--- src/include/asq_pkg.sv ---
// Package: register map, field layout and timing constants for sequencer 0
package asq_pkg;
  // ------------------------------------------------------------
  // Register offsets (byte addresses)
  // ------------------------------------------------------------
  localparam logic [11:0] OFF_UNDERFLOW    = 12'h018;
  localparam logic [11:0] OFF_AVERAGING    = 12'h030;
  localparam logic [11:0] OFF_INPUT_SELECT = 12'h040;
  localparam logic [11:0] OFF_SAMPLE_CTRL  = 12'h044;
  localparam logic [11:0] OFF_RESULT_FIFO  = 12'h048;
  localparam logic [11:0] OFF_OVERFLOW     = 12'h050;
  localparam logic [11:0] OFF_START        = 12'h054;
  localparam logic [11:0] OFF_INT_STATUS   = 12'h058;
  localparam logic [11:0] OFF_INT_MASK     = 12'h05C;
  // ------------------------------------------------------------
  // Field layout
  // ------------------------------------------------------------
  localparam int SLOT_W       = 4;
  localparam int SEL_W        = 3;
  localparam int CTL_DIFF     = 0;
  localparam int CTL_LAST     = 1;
  localparam int CTL_IE       = 2;
  localparam int CTL_TEMP     = 3;
  localparam int RESULT_W     = 10;
  localparam int AVG_W        = 3;
  localparam logic [2:0] AVG_MAX = 3'h6;
  // Interrupt status bits
  localparam int IRQ_SAMPLE   = 0;
  localparam int IRQ_OVERFLOW = 1;
  localparam int IRQ_UNDERFLOW = 2;
  localparam int IRQ_W        = 3;
  // ------------------------------------------------------------
  // Reset values
  // ------------------------------------------------------------
  localparam logic [31:0] RST_WORD = 32'h0000_0000;
  localparam logic [2:0]  RST_AVG  = 3'h0;
  // ------------------------------------------------------------
  // Timing: fixed converter hold of the mux before sampling
  // ------------------------------------------------------------
  localparam int CLK_MHZ       = 200;
  localparam int SETTLE_NS     = 20;
  localparam int SETTLE_CYC    = (SETTLE_NS * CLK_MHZ + 999) / 1000;
  typedef enum logic [1:0] {
    ST_IDLE   = 2'b00,
    ST_SETTLE = 2'b01,
    ST_CONV   = 2'b10,
    ST_STORE  = 2'b11
  } asq_state_t;
endpackage

--- src/asq_fifo_mem.sv ---
// Result FIFO storage: small memory with registered read data
`timescale 1ns/1ps
module asq_fifo_mem #(
  parameter int WIDTH = 10,
  parameter int DEPTH = 8,
  parameter int AW    = 3
) (
  input  wire logic             sys_clk_in,
  input  wire logic             wr_en_in,
  input  wire logic [AW-1:0]    wr_addr_in,
  input  wire logic [WIDTH-1:0] wr_data_in,
  input  wire logic [AW-1:0]    rd_addr_in,
  output logic      [WIDTH-1:0] rd_data_out
);
  logic [WIDTH-1:0] mem_q [DEPTH];
  initial begin
    if (DEPTH != (1 << AW)) begin
      $error("DEPTH must equal 2**AW");
    end
  end
  always_ff @(posedge sys_clk_in) begin
    if (wr_en_in) begin
      mem_q[wr_addr_in] <= wr_data_in;
    end
  end
  always_ff @(posedge sys_clk_in) begin
    rd_data_out <= mem_q[rd_addr_in];
  end
endmodule

--- src/asq_averager.sv ---
// Hardware averager: accumulates 2**exponent conversions, outputs the mean
`timescale 1ns/1ps
module asq_averager #(
  parameter int DATA_W = 10
) (
  input  wire logic              sys_clk_in,
  input  wire logic              resetn_in,
  input  wire logic              start_in,
  input  wire logic [2:0]        exp_in,
  input  wire logic              sample_valid_in,
  input  wire logic [DATA_W-1:0] sample_in,
  output logic                   done_out,
  output logic      [DATA_W-1:0] result_out
);
  localparam int ACC_W = DATA_W + 7;
  logic [ACC_W-1:0] acc_q;
  logic [6:0]       cnt_q;
  logic [2:0]       exp_q;
  logic [ACC_W-1:0] sum;
  logic [7:0]       total;
  initial begin
    if (DATA_W < 1) begin
      $error("DATA_W too small");
    end
  end
  assign sum   = acc_q + ACC_W'(sample_in);
  assign total = 8'(8'h01 << exp_q);
  // Exponent 7 averages 128 samples here; software must not rely on it
  always_ff @(posedge sys_clk_in) begin
    if (!resetn_in) begin
      acc_q      <= '0;
      cnt_q      <= '0;
      exp_q      <= 3'h0;
      done_out   <= 1'b0;
      result_out <= '0;
    end else begin
      done_out <= 1'b0;
      if (start_in) begin
        acc_q <= '0;
        cnt_q <= '0;
        exp_q <= exp_in;
      end else if (sample_valid_in) begin
        if ({1'b0, cnt_q} + 8'h01 == total) begin
          result_out <= DATA_W'(sum >> exp_q);
          done_out   <= 1'b1;
          acc_q      <= '0;
          cnt_q      <= '0;
        end else begin
          acc_q <= sum;
          cnt_q <= cnt_q + 7'h01;
        end
      end
    end
  end
endmodule

--- src/asq_seq0.sv ---
// Sample sequencer 0: slot configuration, averaging, result FIFO, status
`timescale 1ns/1ps
// Contract
// Software programs averaging exponent only 0..6; it applies to all samples.
// Each stored result averages two-to-the-exponent consecutive conversions.
// Sequencer supports up to eight samples, one slot per sample.
// Slot k input select is bits 4k+2..4k; bit 4k+3 reserved.
// Slot k control nibble: temp 4k+3, irq 4k+2, last 4k+1, diff 4k.
// Software sets the last-sample flag on exactly one slot.
// Sequence stops after the flagged slot; later slots are ignored.
// Differential select samples the slot's inputs as a differential pair.
// In differential mode the select value is a pair number i.
// Software never requests differential mode with temperature sensor.
// Slot interrupt enable raises raw interrupt at end of its conversion.
// Result FIFO reads return 10-bit results in sample order.
// Overflow and underflow of the FIFO are recorded in status registers.
module asq_seq0 #(
  parameter int DEPTH = 8
) (
  input  wire logic        sys_clk_in,
  input  wire logic        resetn_in,
  input  wire logic [11:0] addr_in,
  input  wire logic [31:0] wdata_in,
  input  wire logic        wr_in,
  input  wire logic        rd_in,
  output logic      [31:0] rdata_out,
  output logic      [2:0]  mux_sel_out,
  output logic             mux_diff_out,
  output logic             mux_temp_out,
  output logic             conv_start_out,
  input  wire logic        conv_done_in,
  input  wire logic [9:0]  conv_data_in,
  output logic             busy_out,
  output logic             irq_out
);
  localparam int AW = $clog2(DEPTH);
  initial begin
    if (DEPTH < 2 || DEPTH != (1 << AW)) begin
      $error("DEPTH must be a power of two, at least 2");
    end
  end
  // ------------------------------------------------------------
  // Registers
  // ------------------------------------------------------------
  logic [31:0]           sel_q;
  logic [31:0]           ctl_q;
  logic [2:0]            avg_q;
  logic [6:0]            nconv_q;
  logic                  ovf_q;
  logic                  unf_q;
  logic [2:0]            ists_q;
  logic [2:0]            imask_q;
  asq_pkg::asq_state_t   state_q;
  logic [2:0]            slot_q;
  logic [3:0]            settle_q;
  logic [AW:0]           wp_q;
  logic [AW:0]           rp_q;
  logic                  rd_fifo_q;
  logic                  rd_empty_q;
  logic [11:0]           raddr_q;
  logic [9:0]            mem_rdata;
  logic                  avg_done;
  logic [9:0]            avg_result;
  logic                  fifo_full;
  logic                  fifo_empty;
  logic                  start_req;
  logic                  rd_fifo;
  logic                  push;
  logic                  ovf_ev;
  logic                  unf_ev;
  logic                  smp_ev;
  logic [3:0]            ctl_nib;
  logic [3:0]            sel_nib;

  function automatic logic [3:0] nib(input logic [31:0] w,
                                     input logic [2:0] k);
    nib = w[{k, 2'b00} +: asq_pkg::SLOT_W];
  endfunction

  assign fifo_empty = (wp_q == rp_q);
  assign fifo_full  = (wp_q[AW-1:0] == rp_q[AW-1:0]) && (wp_q[AW] != rp_q[AW]);
  assign start_req  = wr_in && addr_in == asq_pkg::OFF_START && wdata_in[0];
  assign rd_fifo    = rd_in && addr_in == asq_pkg::OFF_RESULT_FIFO;
  assign ctl_nib    = nib(ctl_q, slot_q);
  assign sel_nib    = nib(sel_q, slot_q);
  assign push       = avg_done && !fifo_full;
  assign ovf_ev     = avg_done && fifo_full;
  assign unf_ev     = rd_fifo && fifo_empty;
  assign smp_ev     = avg_done && ctl_nib[asq_pkg::CTL_IE];

  // ------------------------------------------------------------
  // Configuration registers
  // ------------------------------------------------------------
  always_ff @(posedge sys_clk_in) begin
    if (!resetn_in) begin
      sel_q   <= asq_pkg::RST_WORD;
      ctl_q   <= asq_pkg::RST_WORD;
      avg_q   <= asq_pkg::RST_AVG;
      imask_q <= 3'h0;
    end else if (wr_in) begin
      case (addr_in)
        asq_pkg::OFF_INPUT_SELECT: sel_q <= wdata_in & 32'h7777_7777;
        asq_pkg::OFF_SAMPLE_CTRL:  ctl_q <= wdata_in;
        asq_pkg::OFF_AVERAGING:    avg_q <= wdata_in[2:0];
        asq_pkg::OFF_INT_MASK:     imask_q <= wdata_in[2:0];
        default: ;
      endcase
    end
  end

  // ------------------------------------------------------------
  // Sequencer state machine
  // ------------------------------------------------------------
  always_ff @(posedge sys_clk_in) begin
    if (!resetn_in) begin
      state_q        <= asq_pkg::ST_IDLE;
      slot_q         <= 3'h0;
      settle_q       <= 4'h0;
      nconv_q        <= 7'h00;
      conv_start_out <= 1'b0;
      busy_out       <= 1'b0;
    end else begin
      conv_start_out <= 1'b0;
      case (state_q)
        asq_pkg::ST_IDLE: begin
          if (start_req) begin
            slot_q   <= 3'h0;
            settle_q <= 4'(asq_pkg::SETTLE_CYC);
            state_q  <= asq_pkg::ST_SETTLE;
            busy_out <= 1'b1;
          end
        end
        asq_pkg::ST_SETTLE: begin
          if (settle_q <= 4'h1) begin
            conv_start_out <= 1'b1;
            nconv_q        <= 7'h00;
            state_q        <= asq_pkg::ST_CONV;
          end else begin
            settle_q <= settle_q - 4'h1;
          end
        end
        asq_pkg::ST_CONV: begin
          // Restart only while raw conversions are still owed, so no
          // stray conversion runs on into the next slot
          if (avg_done) begin
            state_q <= asq_pkg::ST_STORE;
          end else if (conv_done_in) begin
            nconv_q <= nconv_q + 7'h01;
            if ({1'b0, nconv_q} + 8'h01 != 8'(8'h01 << avg_q)) begin
              conv_start_out <= 1'b1;
            end
          end
        end
        asq_pkg::ST_STORE: begin
          if (ctl_nib[asq_pkg::CTL_LAST] || slot_q == 3'h7) begin
            state_q  <= asq_pkg::ST_IDLE;
            busy_out <= 1'b0;
          end else begin
            slot_q   <= slot_q + 3'h1;
            settle_q <= 4'(asq_pkg::SETTLE_CYC);
            state_q  <= asq_pkg::ST_SETTLE;
          end
        end
        default: state_q <= asq_pkg::ST_IDLE;
      endcase
    end
  end

  // ------------------------------------------------------------
  // Analog mux steering
  // ------------------------------------------------------------
  always_ff @(posedge sys_clk_in) begin
    if (!resetn_in) begin
      mux_sel_out  <= 3'h0;
      mux_diff_out <= 1'b0;
      mux_temp_out <= 1'b0;
    end else begin
      // Select value doubles as pair number when differential
      mux_sel_out  <= sel_nib[2:0];
      mux_diff_out <= ctl_nib[asq_pkg::CTL_DIFF];
      mux_temp_out <= ctl_nib[asq_pkg::CTL_TEMP];
    end
  end

  asq_averager #(.DATA_W(asq_pkg::RESULT_W)) u_avg (
    .sys_clk_in      (sys_clk_in),
    .resetn_in       (resetn_in),
    .start_in        (state_q == asq_pkg::ST_SETTLE),
    .exp_in          (avg_q),
    .sample_valid_in (conv_done_in && state_q == asq_pkg::ST_CONV),
    .sample_in       (conv_data_in),
    .done_out        (avg_done),
    .result_out      (avg_result)
  );

  // ------------------------------------------------------------
  // Result FIFO
  // ------------------------------------------------------------
  asq_fifo_mem #(.WIDTH(asq_pkg::RESULT_W), .DEPTH(DEPTH), .AW(AW)) u_mem (
    .sys_clk_in  (sys_clk_in),
    .wr_en_in    (push),
    .wr_addr_in  (wp_q[AW-1:0]),
    .wr_data_in  (avg_result),
    .rd_addr_in  (rp_q[AW-1:0]),
    .rd_data_out (mem_rdata)
  );

  always_ff @(posedge sys_clk_in) begin
    if (!resetn_in) begin
      wp_q <= '0;
      rp_q <= '0;
    end else begin
      if (push) begin
        wp_q <= wp_q + 1'b1;
      end
      // Empty read leaves the pointer alone
      if (rd_fifo && !fifo_empty) begin
        rp_q <= rp_q + 1'b1;
      end
    end
  end

  // ------------------------------------------------------------
  // Status and interrupt: set beats write-one-to-clear
  // ------------------------------------------------------------
  always_ff @(posedge sys_clk_in) begin
    if (!resetn_in) begin
      ovf_q  <= 1'b0;
      unf_q  <= 1'b0;
      ists_q <= 3'h0;
    end else begin
      ovf_q <= ovf_ev | (ovf_q & ~(wr_in && addr_in == asq_pkg::OFF_OVERFLOW
                                  && wdata_in[0]));
      unf_q <= unf_ev | (unf_q & ~(wr_in && addr_in == asq_pkg::OFF_UNDERFLOW
                                  && wdata_in[0]));
      ists_q <= {unf_ev, ovf_ev, smp_ev}
              | (ists_q & ~((wr_in && addr_in == asq_pkg::OFF_INT_STATUS)
                            ? wdata_in[2:0] : 3'h0));
    end
  end

  always_ff @(posedge sys_clk_in) begin
    if (!resetn_in) begin
      irq_out <= 1'b0;
    end else begin
      irq_out <= |(({unf_ev, ovf_ev, smp_ev} | ists_q) & imask_q);
    end
  end

  // ------------------------------------------------------------
  // Read data, one cycle after the strobe
  // ------------------------------------------------------------
  always_ff @(posedge sys_clk_in) begin
    if (!resetn_in) begin
      rd_fifo_q  <= 1'b0;
      rd_empty_q <= 1'b0;
      raddr_q    <= 12'h000;
    end else begin
      rd_fifo_q  <= rd_fifo;
      rd_empty_q <= fifo_empty;
      raddr_q    <= rd_in ? addr_in : 12'hFFF;
    end
  end

  always_comb begin
    case (raddr_q)
      asq_pkg::OFF_INPUT_SELECT: rdata_out = sel_q;
      asq_pkg::OFF_SAMPLE_CTRL:  rdata_out = ctl_q;
      asq_pkg::OFF_AVERAGING:    rdata_out = {29'h0, avg_q};
      asq_pkg::OFF_RESULT_FIFO:
        rdata_out = (rd_fifo_q && !rd_empty_q) ? {22'h0, mem_rdata} : 32'h0;
      asq_pkg::OFF_OVERFLOW:     rdata_out = {31'h0, ovf_q};
      asq_pkg::OFF_UNDERFLOW:    rdata_out = {31'h0, unf_q};
      asq_pkg::OFF_START:        rdata_out = {31'h0, busy_out};
      asq_pkg::OFF_INT_STATUS:   rdata_out = {29'h0, ists_q};
      asq_pkg::OFF_INT_MASK:     rdata_out = {29'h0, imask_q};
      default:                   rdata_out = 32'h0;
    endcase
  end
endmodule

--- config.mk ---
export PLATFORM = sky130hd
export DESIGN_NAME = asq_seq0
export DESIGN_NICKNAME = d
export VERILOG_FILES = /design/src/include/asq_pkg.sv /design/src/asq_fifo_mem.sv /design/src/asq_averager.sv /design/src/asq_seq0.sv
export SDC_FILE = /design/constraint.sdc
export NUM_CORES = 1
export LEC_CHECK = 0
export BUFFER_PORTS_ARGS = -buffer_cell sky130_fd_sc_hd__buf_2
export CAP_MARGIN = 20
export CORE_AREA = 2 2 158 160
export CTS_CLUSTER_SIZE = 12
export DETAILED_ROUTE_END_ITERATION = 7
export DIE_AREA = 0 0 160 162
export HOLD_SLACK_MARGIN = 0.05
export PLACE_DENSITY = 0.8
export SLEW_MARGIN = 20
export SYNTH_ARGS = -nofsm -noshare
export SYNTH_HDL_FRONTEND = slang
export SYNTH_SLANG_ARGS = --single-unit
--- constraint.sdc ---
create_clock -name sys_clk_in -period 2.4 [get_ports sys_clk_in]
set_input_delay 0.12 -clock sys_clk_in [delete_from_list [all_inputs] [get_ports sys_clk_in]]
set_output_delay 0.12 -clock sys_clk_in [all_outputs]
set_load 0.01 [all_outputs]
==> results by group <==
Setup path
  • Crit. End Element: register
  • Worst EP arrival: 2.94 ns
  • Cell Chain, Critical Path: ha_4 -> inv_2 -> fa_2 -> nand2b_4 -> a21o_1 -> a21boi_2 -> buf_6 -> o21ai_4 -> a2111oi_4 -> a221oi_2 -> mux2_4 -> a21oi_2
  • Crit-path max FO: 6
  • CP startpoint kind: register
  • Slowest stage delay, CP: 0.35 ns
  • CP max stage cell: dfxtp_2
  • Crit path kind: reg -> reg
  • Required @ worst endpoint: 2.86 ns

Outcome
  • Status: complete, but fails checks
  • Failing checks: negative setup slack

Clock tree
  • CTS buffer count: 26
  • CTS tree: built
  • CTS Sinks: 241
  • Clock slew at reported path FFs: 0.07 ns
  • H-tree lvl count: 1
  • Worst-skew pair later-pin latency: 0.53 ns
  • Max clock buf depth: 3
  • Clk root buf: clkbuf_16

Routing
  • Post-Route WL: 32.66 mm
  • Post-route ant nets: 0
  • Post-route DRC violation count: 0
  • Initial detailed-routing violation count: 954
  • Vias: 10408
  • DR WL/cell: 18.37 um
  • TritonRoute pass-1 iters: 6
  • Via density: 5.854

Layout
  • Commonest non-fill, non-tap cells in the layout: nand2_1, dfxtp_1, nor2_1
  • Post-layout util: 0.6242
  • Most common cell after layout, fill and taps aside: nand2_1
  • Final Cell Area: 15050 sq um
  • Area grow syn2layout: 25.93%
  • NumNets Final: 1516
  • N_diodes: 0
  • Layout cells sized above 1: 0.2531

STA
  • Final Hold Vio Count: 0
  • Unrepaired setup endpoints after global routing: true
  • Final min period: 2.481 ns
  • Max Clk Rate: 0.4030 GHz
  • Relative slew slack: 0.5287
  • Slew @ Worst Pin: 0.7016 ns
  • Setup WS post-layout: -0.08122 ns
  • Slew Limit Fails: 0
  • Final clock period utilization by the worst path: 1.034
  • Final setup vio count: 6
  • Clock skew: 0.01330 ns

Power
  • IR Drop Worst-Case VDD: 0.5016 mV
  • Leak: 5.702 nW
  • Ratio of total power to cell area: 595.3 nW/um^2

Die
  • Die Y: 162 um
  • Die footprint: 25920 sq um
  • IO Pins: 99
  • Initial Utilization: 0.4957
  • Core ar.: 24110 sq um
  • Die Width: 160 um
  • Number of cell rows: 57

Worst hold path
  • HP Class: in -> reg

Logic synthesis
  • Ys flop type: dfxtp_1
  • Yosys reg bits: 241
  • Number of synthesized flops with an enable pin: 80
  • Synth cell types: 80
  • Net Count, Synth: 1325
  • Mapped Area: 11950 sq um
  • Sequential element share of the synthesized area: 0.4708
  • Synth top area cells: dfxtp_1, edfxtp_1, mux4_2, nand2_1, a21oi_1
  • Async set or reset register ratio after synthesis: 0
  • Top cell type's share of synthesized area: 0.2697
  • Syn. warnings: 0
  • Syn Area/Cell: 9.613 sq um
  • Mapped Cells: 1243
  • Area leader, netlist: dfxtp_1

Placement
  • RePlAce Congestion: 0.9284
  • Pre-CTS worst setup slack: -0.1545 ns
  • Hpwl dp: 20.68 mm
  • Placed cell areas: 13230 sq um
  • Buffers on Ports: 98

Global route
  • First-pass GRT wire length: 51.90 mm
  • GRT Residual Overflow: 0
  • GRT Total Usage: 0.2442
  • Largest net degree at the start of global routing: 116
  • Initial antenna violation count: 1
  • Vias in the first global route: 10142

Job
  • Max_cap viols: 0
## cell usage after synthesis (22+ instances only)
cell type / n
a21oi_1: 126
clkbuf_1: 61
dfxtp_1: 161
edfxtp_1: 80
ha_1: 22
inv_1: 36
mux2i_1: 51
mux4_2: 32
nand2_1: 180
nand3_1: 32
nor2_1: 130
nor3_1: 28
o21ai_0: 29
## flip-flops by register name (all words and copies together), names as in the netlist, 4 cells and up
signal and flops:
u_avg.cnt_q 7, sel_q 24, u_avg.acc_q 17, wp_q 4, rp_q 4, u_avg.result_out 10, nconv_q 7, u_mem.mem_q 80
raddr_q 12, settle_q 4, u_mem.rd_data_out 10, ctl_q 32
## repair_timing
action                                  4_1_cts  5_1_grt
endpoints found under the setup margin       21       55
hold endpoints to repair                     87        0
hold buffers                                 49        0
buffers inserted                              3        7
gates resized for setup                      38       50
pin swaps                                    24       12
## per-layer routing
metal,vias up,wire length (um),track usage
met4,0,1042,0.07699
met5,-,0,0
met2,456,16050,0.4290
met3,97,2139,0.03550
met1,5007,13430,0.3132
li1,4848,-,-
## report_power, final
part           switching [mW]  leakage (nW)  total (mW)  internal (mW)
logic                   0.471          3.23       0.828          0.357
clock network            1.58         0.392        3.84           2.25
registers              0.0538          2.08        4.29           4.24
total                    2.11          5.70        8.96           6.85
## critical path, delay by kind of cell, from the launching register on
family                   cells  cell delay, ns
AND/OR/NAND/NOR              1            0.17
AO/OA/AOI/OAI                6            0.93
buffers and inverters        2            0.19
multiplexers                 1            0.29
flip-flops                   1            0.35
adder cells (fa/ha/maj)      2            0.49
## cell families (layout without fill, tap and decap cells)
| kind of cell | after synthesis | after routing | synth area share |
|---|---|---|---|
| AND/OR/NAND/NOR | 457 | 457 | 0.1734 |
| AO/OA/AOI/OAI | 264 | 264 | 0.1381 |
| flip-flops | 241 | 241 | 0.4708 |
| buffers and inverters | 120 | 331 | 0.04000 |
| multiplexers | 105 | 105 | 0.1288 |
| XOR/XNOR | 33 | 33 | 0.02419 |
| adder cells (fa/ha/maj) | 23 | 23 | 0.02471 |
## path summary, 6_finish.rpt
| kind | startpoint | end | slack (ns) | cells past startpoint |
|---|---|---|---|---|
| setup / recovery | u_avg.acc_q[0] | u_avg.result_out[5] | -0.08 | 12 |
| hold / removal | conv_data_in[0] | u_avg.acc_q[0] | 0.11 | 5 |
| setup reg to reg | u_avg.acc_q[0] | u_avg.result_out[5] | -0.08 | 12 |
| hold reg to reg | u_avg.acc_q[15] | u_avg.acc_q[15] | 0.46 | 2 |
## area by class of cell
| type | count | area, sq um |
|---|---|---|
| Inverter | 39 | 147.6 |
| Multi-Input combinational cell | 882 | 6285 |
| Clock buffer | 38 | 705.7 |
| Sequential cell | 241 | 5640 |
| Clock inverter | 10 | 110.1 |
| Fill cell | 1843 | 9059 |
| Tap cell | 324 | 405.4 |
| Timing Repair Buffer | 244 | 1753 |
## through the flow
step | total power [mW] | TNS, ns | hold slack (ns) | std cells
after CTS | 8.967 | -0.05179 | 0.09890 | 1771
after floorplan | 4.819 | 0 | 0.2159 | 1243
final | 8.958 | -0.2740 | 0.1105 | 1778
after global placement | 5.065 | -0.5450 | 0.3627 | 1671
after global routing | 9.252 | -1.392 | 0.1213 | 1778
after detailed placement | 5.086 | -0.8434 | 0.3660 | 1671
(Power assumes the default switching activity.)
